<file path="config.mk">
export PLATFORM = sky130hd
export DESIGN_NAME = sym_agent_arb
export DESIGN_NICKNAME = d
export VERILOG_FILES = /design/src/pkg/fsb_arb_pkg.sv /design/src/pkg/arb_link_if.sv /design/src/core/own_tracker.sv /design/src/core/issue_gate.sv /design/src/core/sym_agent_arb.sv
export VERILOG_INCLUDE_DIRS = /design/src /design/src/pkg
export SDC_FILE = /design/constraint.sdc
export NUM_CORES = 1
export LEC_CHECK = 0
export ABC_AREA = 1
export BUFFER_PORTS_ARGS = -buffer_cell sky130_fd_sc_hd__buf_2
export CORE_ASPECT_RATIO = 0.75
export CORE_MARGIN = 8
export CORE_UTILIZATION = 45
export DETAILED_ROUTE_END_ITERATION = 10
export HOLD_SLACK_MARGIN = 0.08
export PLACE_DENSITY_LB_ADDON = 0.25
export SYNTH_ARGS = -nofsm -noshare
export SYNTH_HDL_FRONTEND = slang
export SYNTH_SLANG_ARGS = --single-unit
</file>
<file path="constraint.sdc">
create_clock -name CLK -period 3.1 [get_ports CLK]
set_input_delay 0.62 -clock CLK [delete_from_list [all_inputs] [get_ports CLK]]
set_output_delay 0.62 -clock CLK [all_outputs]
set_load 0.03 [all_outputs]
</file>
<file path="src/pkg/fsb_arb_consts.svh">
// timing counts, reset values and widths of the arbitration logic
`ifndef FSB_ARB_CONSTS_SVH
`define FSB_ARB_CONSTS_SVH

`define AGENT_COUNT          4
`define AGENT_ID_W           2
`define ROT_ID_RESET         2'h3
`define BUSY_RESET           1'b0
`define CLK_PERIOD_NS        10
`define ADS_SPACING_CLKS     3
`define PRIO_RELEASE_CLKS    2
`define SPACING_CNT_W        2

`endif

</file>
<file path="src/pkg/fsb_arb_pkg.sv">
// types shared by the arbitration modules
package fsb_arb_pkg;
    typedef logic [1:0] agent_id_t;
    typedef logic [3:0] req_vec_t;
    typedef enum logic [1:0] {
        ST_IDLE,
        ST_ARB,
        ST_OWN,
        ST_GAP
    } req_state_t;
endpackage

</file>
<file path="src/pkg/arb_link_if.sv">
// signals between the agent core, the ownership tracker and the issue gate
interface arb_link_if;
    import fsb_arb_pkg::*;
    req_vec_t  req_obs;
    logic      reset_obs;
    agent_id_t my_id;
    agent_id_t rot_id;
    logic      busy;
    logic      own_next;
    logic      ads_seen;
    logic      prio_obs;
    logic      lock_held;
    logic      issue_ok;

    modport track (input req_obs, reset_obs, my_id, output rot_id, busy, own_next);
    modport gate  (input ads_seen, prio_obs, lock_held, reset_obs, output issue_ok);
    modport core  (output req_obs, reset_obs, my_id, ads_seen, prio_obs, lock_held,
                   input rot_id, busy, own_next, issue_ok);
endinterface

</file>
<file path="src/core/own_tracker.sv">
// shared rotating agent id and idle/busy ownership state, one copy per agent
`include "fsb_arb_consts.svh"
module own_tracker (
    input  wire logic  CLK,     // bus clock
    input  wire logic  RESETN,  // synchronous reset, active low
    arb_link_if.track  lnk      // observed lines in, ownership out
);
    import fsb_arb_pkg::*;

    agent_id_t rot_id_reg;
    agent_id_t rot_id_next;
    logic      busy_reg;
    logic      busy_next;
    logic      owner_rel;

    // round robin: the agent just after the rotating id wins first
    function automatic agent_id_t pick(input agent_id_t rid, input req_vec_t req);
        agent_id_t win;
        agent_id_t cand;
        win = rid;
        for (int k = `AGENT_COUNT; k >= 1; k--) begin
            cand = rid + agent_id_t'(k);
            if (req[cand])
                win = cand;
        end
        return win;
    endfunction

    assign owner_rel = !lnk.req_obs[rot_id_reg];

    always_comb begin
        rot_id_next = rot_id_reg;
        busy_next   = busy_reg;
        if (lnk.reset_obs) begin
            rot_id_next = `ROT_ID_RESET;
            busy_next   = `BUSY_RESET;
        end else if (!busy_reg && |lnk.req_obs) begin
            rot_id_next = pick(rot_id_reg, lnk.req_obs);
            busy_next   = 1'b1;
        end else if (busy_reg && owner_rel) begin
            rot_id_next = pick(rot_id_reg, lnk.req_obs);
            busy_next   = |lnk.req_obs;
        end
    end

    // every agent runs this on the same sampled lines, so copies agree
    always_ff @(posedge CLK) begin
        if (!RESETN) begin
            rot_id_reg <= `ROT_ID_RESET;
            busy_reg   <= `BUSY_RESET;
        end else begin
            rot_id_reg <= rot_id_next;
            busy_reg   <= busy_next;
        end
    end

    assign lnk.rot_id   = rot_id_reg;
    assign lnk.busy     = busy_reg;
    assign lnk.own_next = busy_next && (rot_id_next == lnk.my_id);
endmodule // own_tracker

</file>
<file path="src/core/issue_gate.sv">
// decides whether a request phase may start in the coming clock
`include "fsb_arb_consts.svh"
module issue_gate (
    input  wire logic  CLK,     // bus clock
    input  wire logic  RESETN,  // synchronous reset, active low
    arb_link_if.gate   lnk      // strobe and priority seen, verdict out
);
    import fsb_arb_pkg::*;

    logic [`SPACING_CNT_W-1:0] age_reg;

    // age of the last strobe, saturating at the spacing
    always_ff @(posedge CLK) begin
        if (!RESETN || lnk.reset_obs)
            age_reg <= `SPACING_CNT_W'(`ADS_SPACING_CLKS);
        else if (lnk.ads_seen)
            age_reg <= `SPACING_CNT_W'(1);
        else if (age_reg != `SPACING_CNT_W'(`ADS_SPACING_CLKS))
            age_reg <= age_reg + `SPACING_CNT_W'(1);
    end

    // priority observed one clock late lets one last strobe through,
    // and its release is seen one clock late, giving the two-clock gap
    assign lnk.issue_ok = !lnk.ads_seen
        && (age_reg >= `SPACING_CNT_W'(`ADS_SPACING_CLKS - 1))
        && (!lnk.prio_obs || lnk.lock_held);
endmodule // issue_gate

</file>
<file path="src/core/sym_agent_arb.sv">
// symmetric agent arbitration: request line, ownership, strobe and lock
// Overview of operation
// Without priority request or lock, ownership follows rotating id and idle/busy state.
// A winner hands the bus on after one transaction unless locked.
// After releasing, an agent may re-request one clock later.
// Own request line stays asserted through the strobe clock; with others waiting the code drops it in the strobe clock.
// Rotating id 3 and idle gives priority order 0,1,2,3.
// Requests sampled one clock late; winner and busy state set next clock.
// Priority request never changes symmetric arbitration or the rotating id.
// Request strobes on the bus are at least three clocks apart.
// Owner seeing other requests drops its line in its strobe clock.
// Owner release with others waiting hands over, id updates, stays busy.
// Owner with no competitors may park by holding its request line.
// A raised request line stays up until ownership is gained.
// One unlocked strobe may still follow a fresh priority request.
// After seeing the priority request, no new unlocked strobe starts.
// Priority agent starts four clocks after its request, three after last.
// Strobe only in a clock where this agent owns the bus.
// Priority release lets the owner resume, still keeping strobe spacing.
// During a locked sequence, hold request and lock, yield to nobody.
// Priority agent holds its request through its own strobe clock.
// Lock drops after the last locked transaction; priority may then start.
// Owner waits two clocks after priority release before a strobe.
// Bus reset sets rotating id to three and state to idle.
// Each agent keeps an identical copy of id and ownership state.
`include "fsb_arb_consts.svh"
module sym_agent_arb (
    input  wire logic                  CLK,          // bus clock, 100 MHz
    input  wire logic                  RESETN,       // synchronous reset, active low
    input  wire fsb_arb_pkg::agent_id_t AGENT_ID,    // this agent's id strap
    input  wire fsb_arb_pkg::req_vec_t  SYM_REQ_IN,  // symmetric request lines, high = active
    input  wire logic                  PRIO_REQ_IN,  // priority agent request, high = active
    input  wire logic                  ADS_IN,       // request-phase strobe seen on bus
    input  wire logic                  BUS_INIT_IN,  // bus reset or init event, high = active
    input  wire logic                  TXN_VALID,    // a transaction is pending
    input  wire logic                  TXN_LOCK,     // pending transaction is part of a lock
    input  wire logic                  LOCK_END,     // pulse: locked sequence completed
    input  wire logic                  PARK_ENABLE,  // keep ownership when nothing pending
    output logic                       SYM_REQ_OUT,  // own symmetric request line
    output logic                       ADS_OUT,      // own request-phase strobe
    output logic                       LOCK_OUT,     // lock signal drive
    output logic                       TXN_TAKEN,    // pulse: pending transaction issued
    output logic                       OWNER,        // this agent owns the bus
    output fsb_arb_pkg::agent_id_t     ROT_ID,       // rotating agent id copy
    output logic                       BUSY          // ownership state, high = busy
);
    import fsb_arb_pkg::*;

    arb_link_if lnk ();

    req_state_t st_reg;
    req_state_t st_next;
    agent_id_t  my_id_reg;
    req_vec_t   req_obs_reg;
    logic       prio_obs_reg;
    logic       init_obs_reg;
    logic       req_reg;
    logic       req_next;
    logic       ads_reg;
    logic       ads_next;
    logic       lock_reg;
    logic       lock_next;
    logic       own_reg;
    logic       others_obs;
    logic       lock_hold;
    logic       issue;
    logic       release_now;

    // strap taken while reset is held, so AGENT_ID is ignored once reset ends
    always_ff @(posedge CLK) begin
        if (!RESETN)
            my_id_reg <= AGENT_ID;
    end

    // request, priority and init lines are looked at one clock after they are driven; ADS_IN is used at once
    always_ff @(posedge CLK) begin
        if (!RESETN) begin
            req_obs_reg  <= 4'h0;
            prio_obs_reg <= 1'b0;
            init_obs_reg <= 1'b0;
        end else begin
            req_obs_reg  <= SYM_REQ_IN;
            prio_obs_reg <= PRIO_REQ_IN;
            init_obs_reg <= BUS_INIT_IN;
        end
    end

    assign lnk.req_obs   = req_obs_reg;
    assign lnk.reset_obs = init_obs_reg;
    assign lnk.my_id     = my_id_reg;
    assign lnk.ads_seen  = ADS_IN || ads_reg;
    assign lnk.prio_obs  = prio_obs_reg;
    assign lnk.lock_held = lock_reg;

    own_tracker u_track (
        .CLK    (CLK),
        .RESETN (RESETN),
        .lnk    (lnk)
    );

    issue_gate u_gate (
        .CLK    (CLK),
        .RESETN (RESETN),
        .lnk    (lnk)
    );

    // the priority request feeds the gate and the issue term, never the tracker
    assign others_obs = |(req_obs_reg & ~(req_vec_t'(1) << my_id_reg));

    // an open lock pins the bus unless the sequence ends this clock
    assign lock_hold = lock_reg && !LOCK_END;

    // strobe in the next clock only while owning it then
    assign issue = (st_reg == ST_OWN) && TXN_VALID && lnk.own_next
        && lnk.issue_ok && !init_obs_reg
        && (!lnk.prio_obs || lock_reg || !TXN_LOCK || lock_reg);

    // give the bus back: after one strobe if others wait, or when idle unless parked with nobody waiting
    always_comb begin
        release_now = 1'b0;
        if (st_reg == ST_OWN && !lock_hold && !(issue && TXN_LOCK)) begin
            if (issue)
                release_now = others_obs;
            else if (!TXN_VALID)
                release_now = others_obs || !PARK_ENABLE;
        end
    end

    always_comb begin
        st_next  = st_reg;
        req_next = req_reg;
        unique case (st_reg)
            ST_IDLE: begin
                if (TXN_VALID) begin
                    st_next  = ST_ARB;
                    req_next = 1'b1;
                end
            end
            ST_ARB: begin
                req_next = 1'b1;
                if (lnk.own_next)
                    st_next = ST_OWN;
            end
            ST_OWN: begin
                if (release_now) begin
                    st_next  = ST_GAP;
                    req_next = 1'b0;
                end else begin
                    req_next = 1'b1;
                end
            end
            ST_GAP: begin
                // line low for one clock, then up again only if a transaction is pending
                st_next  = TXN_VALID ? ST_ARB : ST_IDLE;
                req_next = TXN_VALID;
            end
        endcase
        if (init_obs_reg) begin
            st_next  = ST_IDLE;
            req_next = 1'b0;
        end
    end

    always_ff @(posedge CLK) begin
        if (!RESETN) begin
            st_reg  <= ST_IDLE;
            req_reg <= 1'b0;
        end else begin
            st_reg  <= st_next;
            req_reg <= req_next;
        end
    end

    // one strobe clock per transaction
    assign ads_next = issue;

    always_ff @(posedge CLK) begin
        if (!RESETN)
            ads_reg <= 1'b0;
        else
            ads_reg <= ads_next;
    end

    // lock rises with the first locked strobe, falls after completion
    always_comb begin
        lock_next = lock_reg;
        if (init_obs_reg)
            lock_next = 1'b0;
        else if (lock_reg && LOCK_END)
            lock_next = 1'b0;
        else if (issue && TXN_LOCK)
            lock_next = 1'b1;
    end

    always_ff @(posedge CLK) begin
        if (!RESETN)
            lock_reg <= 1'b0;
        else
            lock_reg <= lock_next;
    end

    always_ff @(posedge CLK) begin
        if (!RESETN)
            own_reg <= 1'b0;
        else
            own_reg <= lnk.own_next && !init_obs_reg;
    end

    assign SYM_REQ_OUT = req_reg;
    assign ADS_OUT     = ads_reg;
    assign TXN_TAKEN   = ads_reg;
    assign LOCK_OUT    = lock_reg;
    assign OWNER       = own_reg;
    assign ROT_ID      = lnk.rot_id;
    assign BUSY        = lnk.busy;
endmodule // sym_agent_arb

</file>
==> results of run 1 <==
## cell families after synthesis
group / share of synthesized area (%)
simple gates: 34.8
buf+inv: 12.4
flops: 34.5
compound gates: 10.0
fa+ha+maj: 7.54
xor+xnor: 0.754
## per-stage QoR
step | instance area (um^2) | util [%]
after floorplan | 1160 | -
after global placement | 1290 | 51.3
after detailed placement | 1290 | 51.3
after CTS | 1320 | 52.4
after global routing | 1320 | 52.4
final | 1320 | 52.4
## metal layers
layer	GRT usage [%]	up-vias	wire length [um]
met1	14.9	474	1220
met4	3.06	0	15
li1	-	586	-
met2	19.7	19	1160
met3	3.18	2	113
met5	0	-	0
## layout by cell type, fill, tap and decap left out, types with 2 or more instances in the layout
| master | instances |
|---|---|
| a211oi_1 | 2 |
| a21oi_1 | 8 |
| a21oi_2 | 2 |
| buf_2 | 22 |
| clkbuf_4 | 3 |
| dfxtp_1 | 17 |
| edfxtp_1 | 2 |
| ha_1 | 7 |
| inv_1 | 27 |
| inv_2 | 2 |
| nand2_1 | 58 |
| nand2_2 | 3 |
| nand3_1 | 12 |
| nand4_1 | 4 |
| nor2_1 | 13 |
| o21ai_0 | 3 |
## power groups by stage
stage	Clock, mW	Combinational, mW	Sequential (mW)
after floorplan	0	0.232	0.328
after global placement	0	0.293	0.318
after detailed placement	0	0.306	0.320
after CTS	0.131	0.307	0.315
after global routing	0.137	0.348	0.321
final	0.124	0.307	0.315
## path summary, 6_finish.rpt
| check | depth (start not counted) | to | slack (ns) | startpoint |
|---|---|---|---|---|
| worst max register to register | 19 | st_reg[1]$_SDFFE_PP0P_ | 0.88 | u_track.lnk.rot_id[0]$_SDFF_PN1_ |
| worst max-delay path | 19 | st_reg[1]$_SDFFE_PP0P_ | 0.88 | u_track.lnk.rot_id[0]$_SDFF_PN1_ |
| worst min register to register | 1 | u_gate.age_reg[1]$_SDFFE_PP1P_ | 0.49 | ADS_OUT$_SDFF_PN0_ |
| worst min-delay path | 1 | lnk.my_id[0]$_DFFE_PN_ | 0.49 | AGENT_ID[0] |
## worst max-delay path: stages (launching register included)
cell      delay [ns]
dfxtp_1         0.60
nand2_1         0.12
nand2_1         0.10
nand2_1         0.07
nand2_1         0.07
clkinv_1        0.05
nand2_1         0.05
nand2_1         0.07
nand2_1         0.06
nand2_1         0.07
nand3_1         0.09
nand2_1         0.07
nand2_2         0.10
nand3_2         0.08
nand2_1         0.08
nand2_2         0.06
o21ai_4         0.18
nand3_1         0.10
nand2_1         0.07
nor2_1          0.04
## cell type report
cell class	count	area (um^2)
Clock buffer	3	22.5
Clock inverter	1	5.00
Fill cell	270	1200
Inverter	31	121
Multi-Input combinational cell	120	617
Sequential cell	19	400
Tap cell	36	45.0
Timing Repair Buffer	22	110
==> reports/metrics.cfg, run 1 <==
[worst_setup_path]
worst_setup_path_start_kind = flip-flop
path_class = flip-flop to flip-flop
arrival_ns = 2.41
required_ns = 3.29
crit_fanout = 11
cp-end-kind = flip-flop

[power_and_ir_drop]
p_int_mw = 0.437
leakagePower_nw = 0.733
p_sw_mw = 0.309
ir_drop_v = 0.000314
finalPower_mw = 0.746
seqPwrFrac_pct = 42.2
power_frac_comb_pct = 41.2
switching_share_pct = 41.5
pwr-share-clk_pct = 16.6
power_density_nw_per_um2 = 565

[sta]
rsz0062_at_grt = false
fin_ws_ns = 0.884
min_period_ns = 2.22
relSlewSlack_pct = 69.4
setup_tns_ns = 0
fmax_ghz = 0.451
setup_viol = 0
skew_ns = 0.00125
final-hold-violation-count = 0
period_share_pct = 71.5
hold_ws_ns = 0.493
worstMarginPinSlew_ns = 0.457
slew_viol_final = 0

[clock_tree]
numCtsBuffers = 3
cts_root_buffer = clkbuf_4
clock_latency_ns = 0.29
cts_tree = yes
htreeDepth = 1
cts_hold_buf = 0
cts_sinks = 19
cts_setup_buffers = 0
clk_path_buf_depth = 2
cts-resized-gates = 0
clk_pin_slew_ns = 0.11

[drt]
detail_route.first_pass.iterations = 4
drc = 0
first_iter_violations = 54
vias_per_cell = 4.66
wirelength_um = 2510
vias = 1081
avgRoutedWirePerCell_um = 10.8
antenna_violating_nets_post_route = 0

[placement]
globalplace.congestion = 0.836
dp_slack_ns = 0.907
dp_hpwl_um = 2050
dp.cells = 228
port_buffers = 22

[finish]
layout-drive-gt1-share_pct = 18.9
n_antenna_cell = 0
largest_register_ffs = 4
layout.cells.non_filler = 232
nets = 219
area_delta_synth_final_pct = 13.8

[hold_path]
holdCritPathClass = input port to flip-flop

[logic_synthesis]
synth_edf_count = 2
syn_area_um2 = 1160
synth.top_cells.by_count = nand2_1 (58), inv_1 (27), dfxtp_1 (17)
yosys-top-cells-area = dfxtp_1 (29%), nand2_1 (19%), inv_1 (8.7%)
ys.warnings.count = 0
synth_top_area_cell = dfxtp_1
synth.most_common_cell = nand2_1
synth_top_cell_area_share_pct = 29.3
ys_types = 27
syn_inst = 173
syn_avg_cell_area_um2 = 6.71
yosysSeqAreaShare_pct = 34.5
ys_ff_latch = 19
synth_flop_cell = dfxtp_1
synth_nets = 195
async_flop_share_pct = 0

[grt]
antenna_found_initial = 0
track_usage_pct = 12.0
grt_max_degree = 12
grt_pass1_vias = 1071
gr-total-overflow = 0
grt_pass1_wl_um = 4240

[job]
max-cap-violations = 0

[floorplan]
rows = 16
dieArea_um2 = 4480
die_y_um = 60.0
start_util_pct = 46.0
fp.coreArea_um2 = 2520
die_w_um = 74.7
ios = 23

[run_status]
status = finished, final reports clean

(Power assumes the default switching activity.)
==> run 2, diff against run 1 <==
--- a/config.mk
+++ b/config.mk
@@ -6,7 +6,7 @@
 export SDC_FILE = /design/constraint.sdc
 export NUM_CORES = 1
 export LEC_CHECK = 0
-export ABC_AREA = 1
+export ABC_AREA = 0
 export BUFFER_PORTS_ARGS = -buffer_cell sky130_fd_sc_hd__buf_2
 export CORE_ASPECT_RATIO = 0.75
 export CORE_MARGIN = 8
==> constraint.sdc (replaced) <==
create_clock -name CLK -period 1.9 [get_ports CLK]
set_input_delay 0.38 -clock CLK [delete_from_list [all_inputs] [get_ports CLK]]
set_output_delay 0.38 -clock CLK [all_outputs]
set_load 0.03 [all_outputs]
==> run 2 against run 1 <==
The run now ends with negative setup slack left; register-to-register slack worse by 1.1 ns; global-route usage rose by 5.1 points; power is 73% higher; clock skew up 0.0048 ns; first-iteration DRC count down 5.6%; largest power group is now combinational logic.
==> reports/metrics.cfg, run 2 <==
[logic_synthesis]
synth.top_cells.by_count = dfxtp_1 (17), nor2_1 (11), inv_1 (8), o21ai_0 (8)
synth_top_cell_area_share_pct = 29.9  ; +0.58 points
synth_mux_area_share_pct = 1.76  ; +1.8 points
yosysSeqAreaShare_pct = 35.2  ; +0.68 points
synth_flop_cell = dfxtp_1
ys_ff_latch = 19  ; unchanged
async_flop_share_pct = 0  ; unchanged
synth_top_area_cell = dfxtp_1
synth_edf_count = 2  ; unchanged
syn_area_um2 = 1140  ; -1.9%
synth_top_family_by_area = simple AND/OR/NAND/NOR gates
synthAdderAreaFrac_pct = 7.69  ; +0.15 points
yosys-top-cells-area = dfxtp_1 (30%), ha_1 (7.7%), edfxtp_1 (5.3%)
synth_compound_area_share_pct = 22.7  ; +13 points
synthXorXnorAreaFrac_pct = 2.31  ; +1.6 points
synth-simple-area-share_pct = 25.6  ; -9.2 points
syn_avg_cell_area_um2 = 8.90  ; +33%
synth.most_common_cell = dfxtp_1
ys_types = 45  ; +67%
syn_inst = 128  ; -26%
ys.warnings.count = 0  ; unchanged
synth_nets = 150  ; -23%

[worst_setup_path]
required_ns = 2.13  ; -1.16 ns
cp_common_cell = or3_1
cp-end-kind = flip-flop
arrival_ns = 2.39  ; -0.02 ns
crit_path_cell_trace = nor2b_4, a211oi_2, buf_4, or3_1, a31oi_4, a2111oi_4, or3_1, a21oi_1
reg2reg_slack_ns = -0.26  ; -1.14 ns
endpoint = st_reg[1]$_SDFFE_PP0P_
startpoint = lnk.req_obs[2]$_SDFF_PN0_
reg2reg_to = st_reg[1]$_SDFFE_PP0P_
critPathMaxStageDelay_ns = 0.42  ; -0.18 ns
r2r_start = lnk.req_obs[2]$_SDFF_PN0_
ff2ff_path_depth = 8  ; -11
worst_setup_path_start_kind = flip-flop
slowest_stage = or3_1
crit_fanout = 6  ; -5
path_class = flip-flop to flip-flop

[clock_tree]
clk_pin_slew_ns = 0.09  ; -0.02 ns
cts_sinks = 19  ; unchanged
clk_path_buf_depth = 2  ; unchanged
cts_hold_buf = 0  ; unchanged
cts_tree = yes
cts_root_buffer = clkbuf_4
numCtsBuffers = 3  ; unchanged
clock_latency_ns = 0.30  ; about the same
htreeDepth = 1  ; unchanged

[drt]
avgRoutedWirePerCell_um = 15.8  ; +47%
drc = 0  ; unchanged
wirelength_um = 3440  ; +37%
first_iter_violations = 51  ; -5.6%
vias = 1181  ; +9.3%
detail_route.first_pass.iterations = 4  ; unchanged
antenna_violating_nets_post_route = 0  ; unchanged
vias_per_cell = 5.44  ; +17%

[placement]
port_buffers = 22  ; unchanged
dp_hpwl_um = 2520  ; +23%
globalplace.congestion = 0.879  ; +5.1%
place_area_um2 = 1550  ; +20%

[floorplan]
rows = 15  ; -1
ios = 23  ; unchanged
start_util_pct = 48.5  ; +2.5 points
dieArea_um2 = 4410  ; -1.5%
fp.coreArea_um2 = 2350  ; -7.0%
die_w_um = 74.1  ; -0.77%
die_y_um = 59.6  ; -0.72%

[power_and_ir_drop]
ir_drop_v = 0.000444  ; +41%
leakagePower_nw = 0.729  ; -0.53%
power_density_nw_per_um2 = 770  ; +36%

[sta]
final-hold-violation-count = 0  ; unchanged
setup_viol = 6  ; +6
rsz0062_at_grt = true
relSlewSlack_pct = 73.1  ; +3.7 points
period_share_pct = 114  ; +42 points
slew_viol_final = 0  ; unchanged
skew_ns = 0.00605  ; +0.00479 ns
worstMarginPinSlew_ns = 0.403  ; -0.0533 ns
fmax_ghz = 0.463  ; +2.6%
fin_ws_ns = -0.260  ; -1.14 ns
min_period_ns = 2.16  ; -0.0561 ns
hold_ws_ns = 0.251  ; -0.242 ns

[run_status]
status = finished with violations
violations = negative setup slack

[grt]
antenna_found_initial = 0  ; unchanged
track_usage_pct = 17.1  ; +5.1 points
grt_pass1_vias = 1241  ; +16%
grt_max_degree = 11  ; -1
gr-total-overflow = 0  ; unchanged
grt_pass1_wl_um = 5840  ; +38%

[hold_path]
holdCritPathClass = input port to flip-flop
min-delay-start = AGENT_ID[1]

[finish]
nets = 206  ; -5.9%
area_delta_synth_final_pct = 47.0
n_antenna_cell = 0  ; unchanged
layout_commonest_cell = buf_4
fillers = 187  ; -31%
fin_area_um2 = 1670  ; +27%
multiInputGateArea_um2 = 783  ; +27%
register_area_um2 = 422  ; +5.3%
largest_register_ffs = 4  ; unchanged
layout-drive-gt1-share_pct = 47.0  ; +28 points
final_cell_mix = buf_4 (32), buf_2 (22), nor2_1 (11)

[job]
max-cap-violations = 0  ; unchanged

==> run 2: stage by stage <==
| stage | power (mW) | worst slack, ns | cells | TNS (ns) | utilization [%] |
|---|---|---|---|---|---|
| 5_1_grt | 1.38 | -0.346 | 217 | -1.62 | 71.4 |
| 2_1_floorplan | 0.808 | -0.179 | 128 | -0.433 | - |
| 3_5_place_dp | 1.03 | -0.359 | 211 | -1.81 | 66.1 |
| 4_1_cts | 1.27 | -0.231 | 217 | -1.04 | 70.7 |
| 3_3_place_gp | 1.00 | -0.256 | 211 | -1.25 | 66.1 |
| 6_report | 1.29 | -0.260 | 217 | -1.12 | 71.4 |
==> run 2: layout make-up <==
| type | count | area share, % |
|---|---|---|
| multi-input cells | 97 | 46.8 |
| flip-flops and latches | 19 | 25.2 |
| repair buffers | 55 | 22.1 |
| well taps | 34 | 2.54 |
| inverters | 8 | 1.79 |
| clock buffers | 4 | 1.57 |
==> run 2: worst min-delay path by stage <==
stage / cells after the start / endpoint / slack (ns)
2_1_floorplan: 0 / lnk.my_id[0]$_DFFE_PN_ / 0.48
3_3_place_gp: 2 / SYM_REQ_OUT$_SDFFE_PP0P_ / 0.54
6_report: 1 / lnk.my_id[1]$_DFFE_PN_ / 0.25
5_1_grt: 1 / lnk.my_id[1]$_DFFE_PN_ / 0.24
3_5_place_dp: 2 / SYM_REQ_OUT$_SDFFE_PP0P_ / 0.55
4_1_cts: 1 / lnk.my_id[1]$_DFFE_PN_ / 0.25
==> run 2: kinds of logic (layout without fill, tap and decap cells) <==
logic type	after synthesis	in the layout
and+or+nand+nor	52	52
AOI/OAI and AO/OA	33	33
DFF	19	19
buffers and inverters	12	67
adders and majority gates	7	7
xor gates and xnor gates	3	3
muxes	2	2
==> run 2: power breakdown <==
part / internal (mW) / switching, mW
sequential: 0.445 / 0.0460
combinational: 0.296 / 0.300
clock: 0.0820 / 0.120
total: 0.823 / 0.465
==> run 2: timing repair <==
item	4_1_cts	5_1_grt
pin swaps	5	1
setup buffers	2	0
resized for setup	15	5
endpoints found under the setup margin	6	6
==> run 2: routing by layer <==
metal | global-route usage (%) | wire length (um) | vias to the layer above | part of all wire, %
met4 | 3.12 | 70 | 0 | 2.0
met5 | 0 | 0 | - | 0
met3 | 5.07 | 251 | 8 | 7.3
met1 | 19.5 | 1440 | 558 | 42
li1 | - | - | 569 | -
met2 | 30.5 | 1680 | 46 | 49
==> run 2: critical path, delay by kind of cell, from the launching register on <==
family	cells	cell delay [ns]
AND/OR/NAND/NOR	3	0.94
buffers and inverters	1	0.15
flip-flops	1	0.41
AO/OA/AOI/OAI	4	0.58
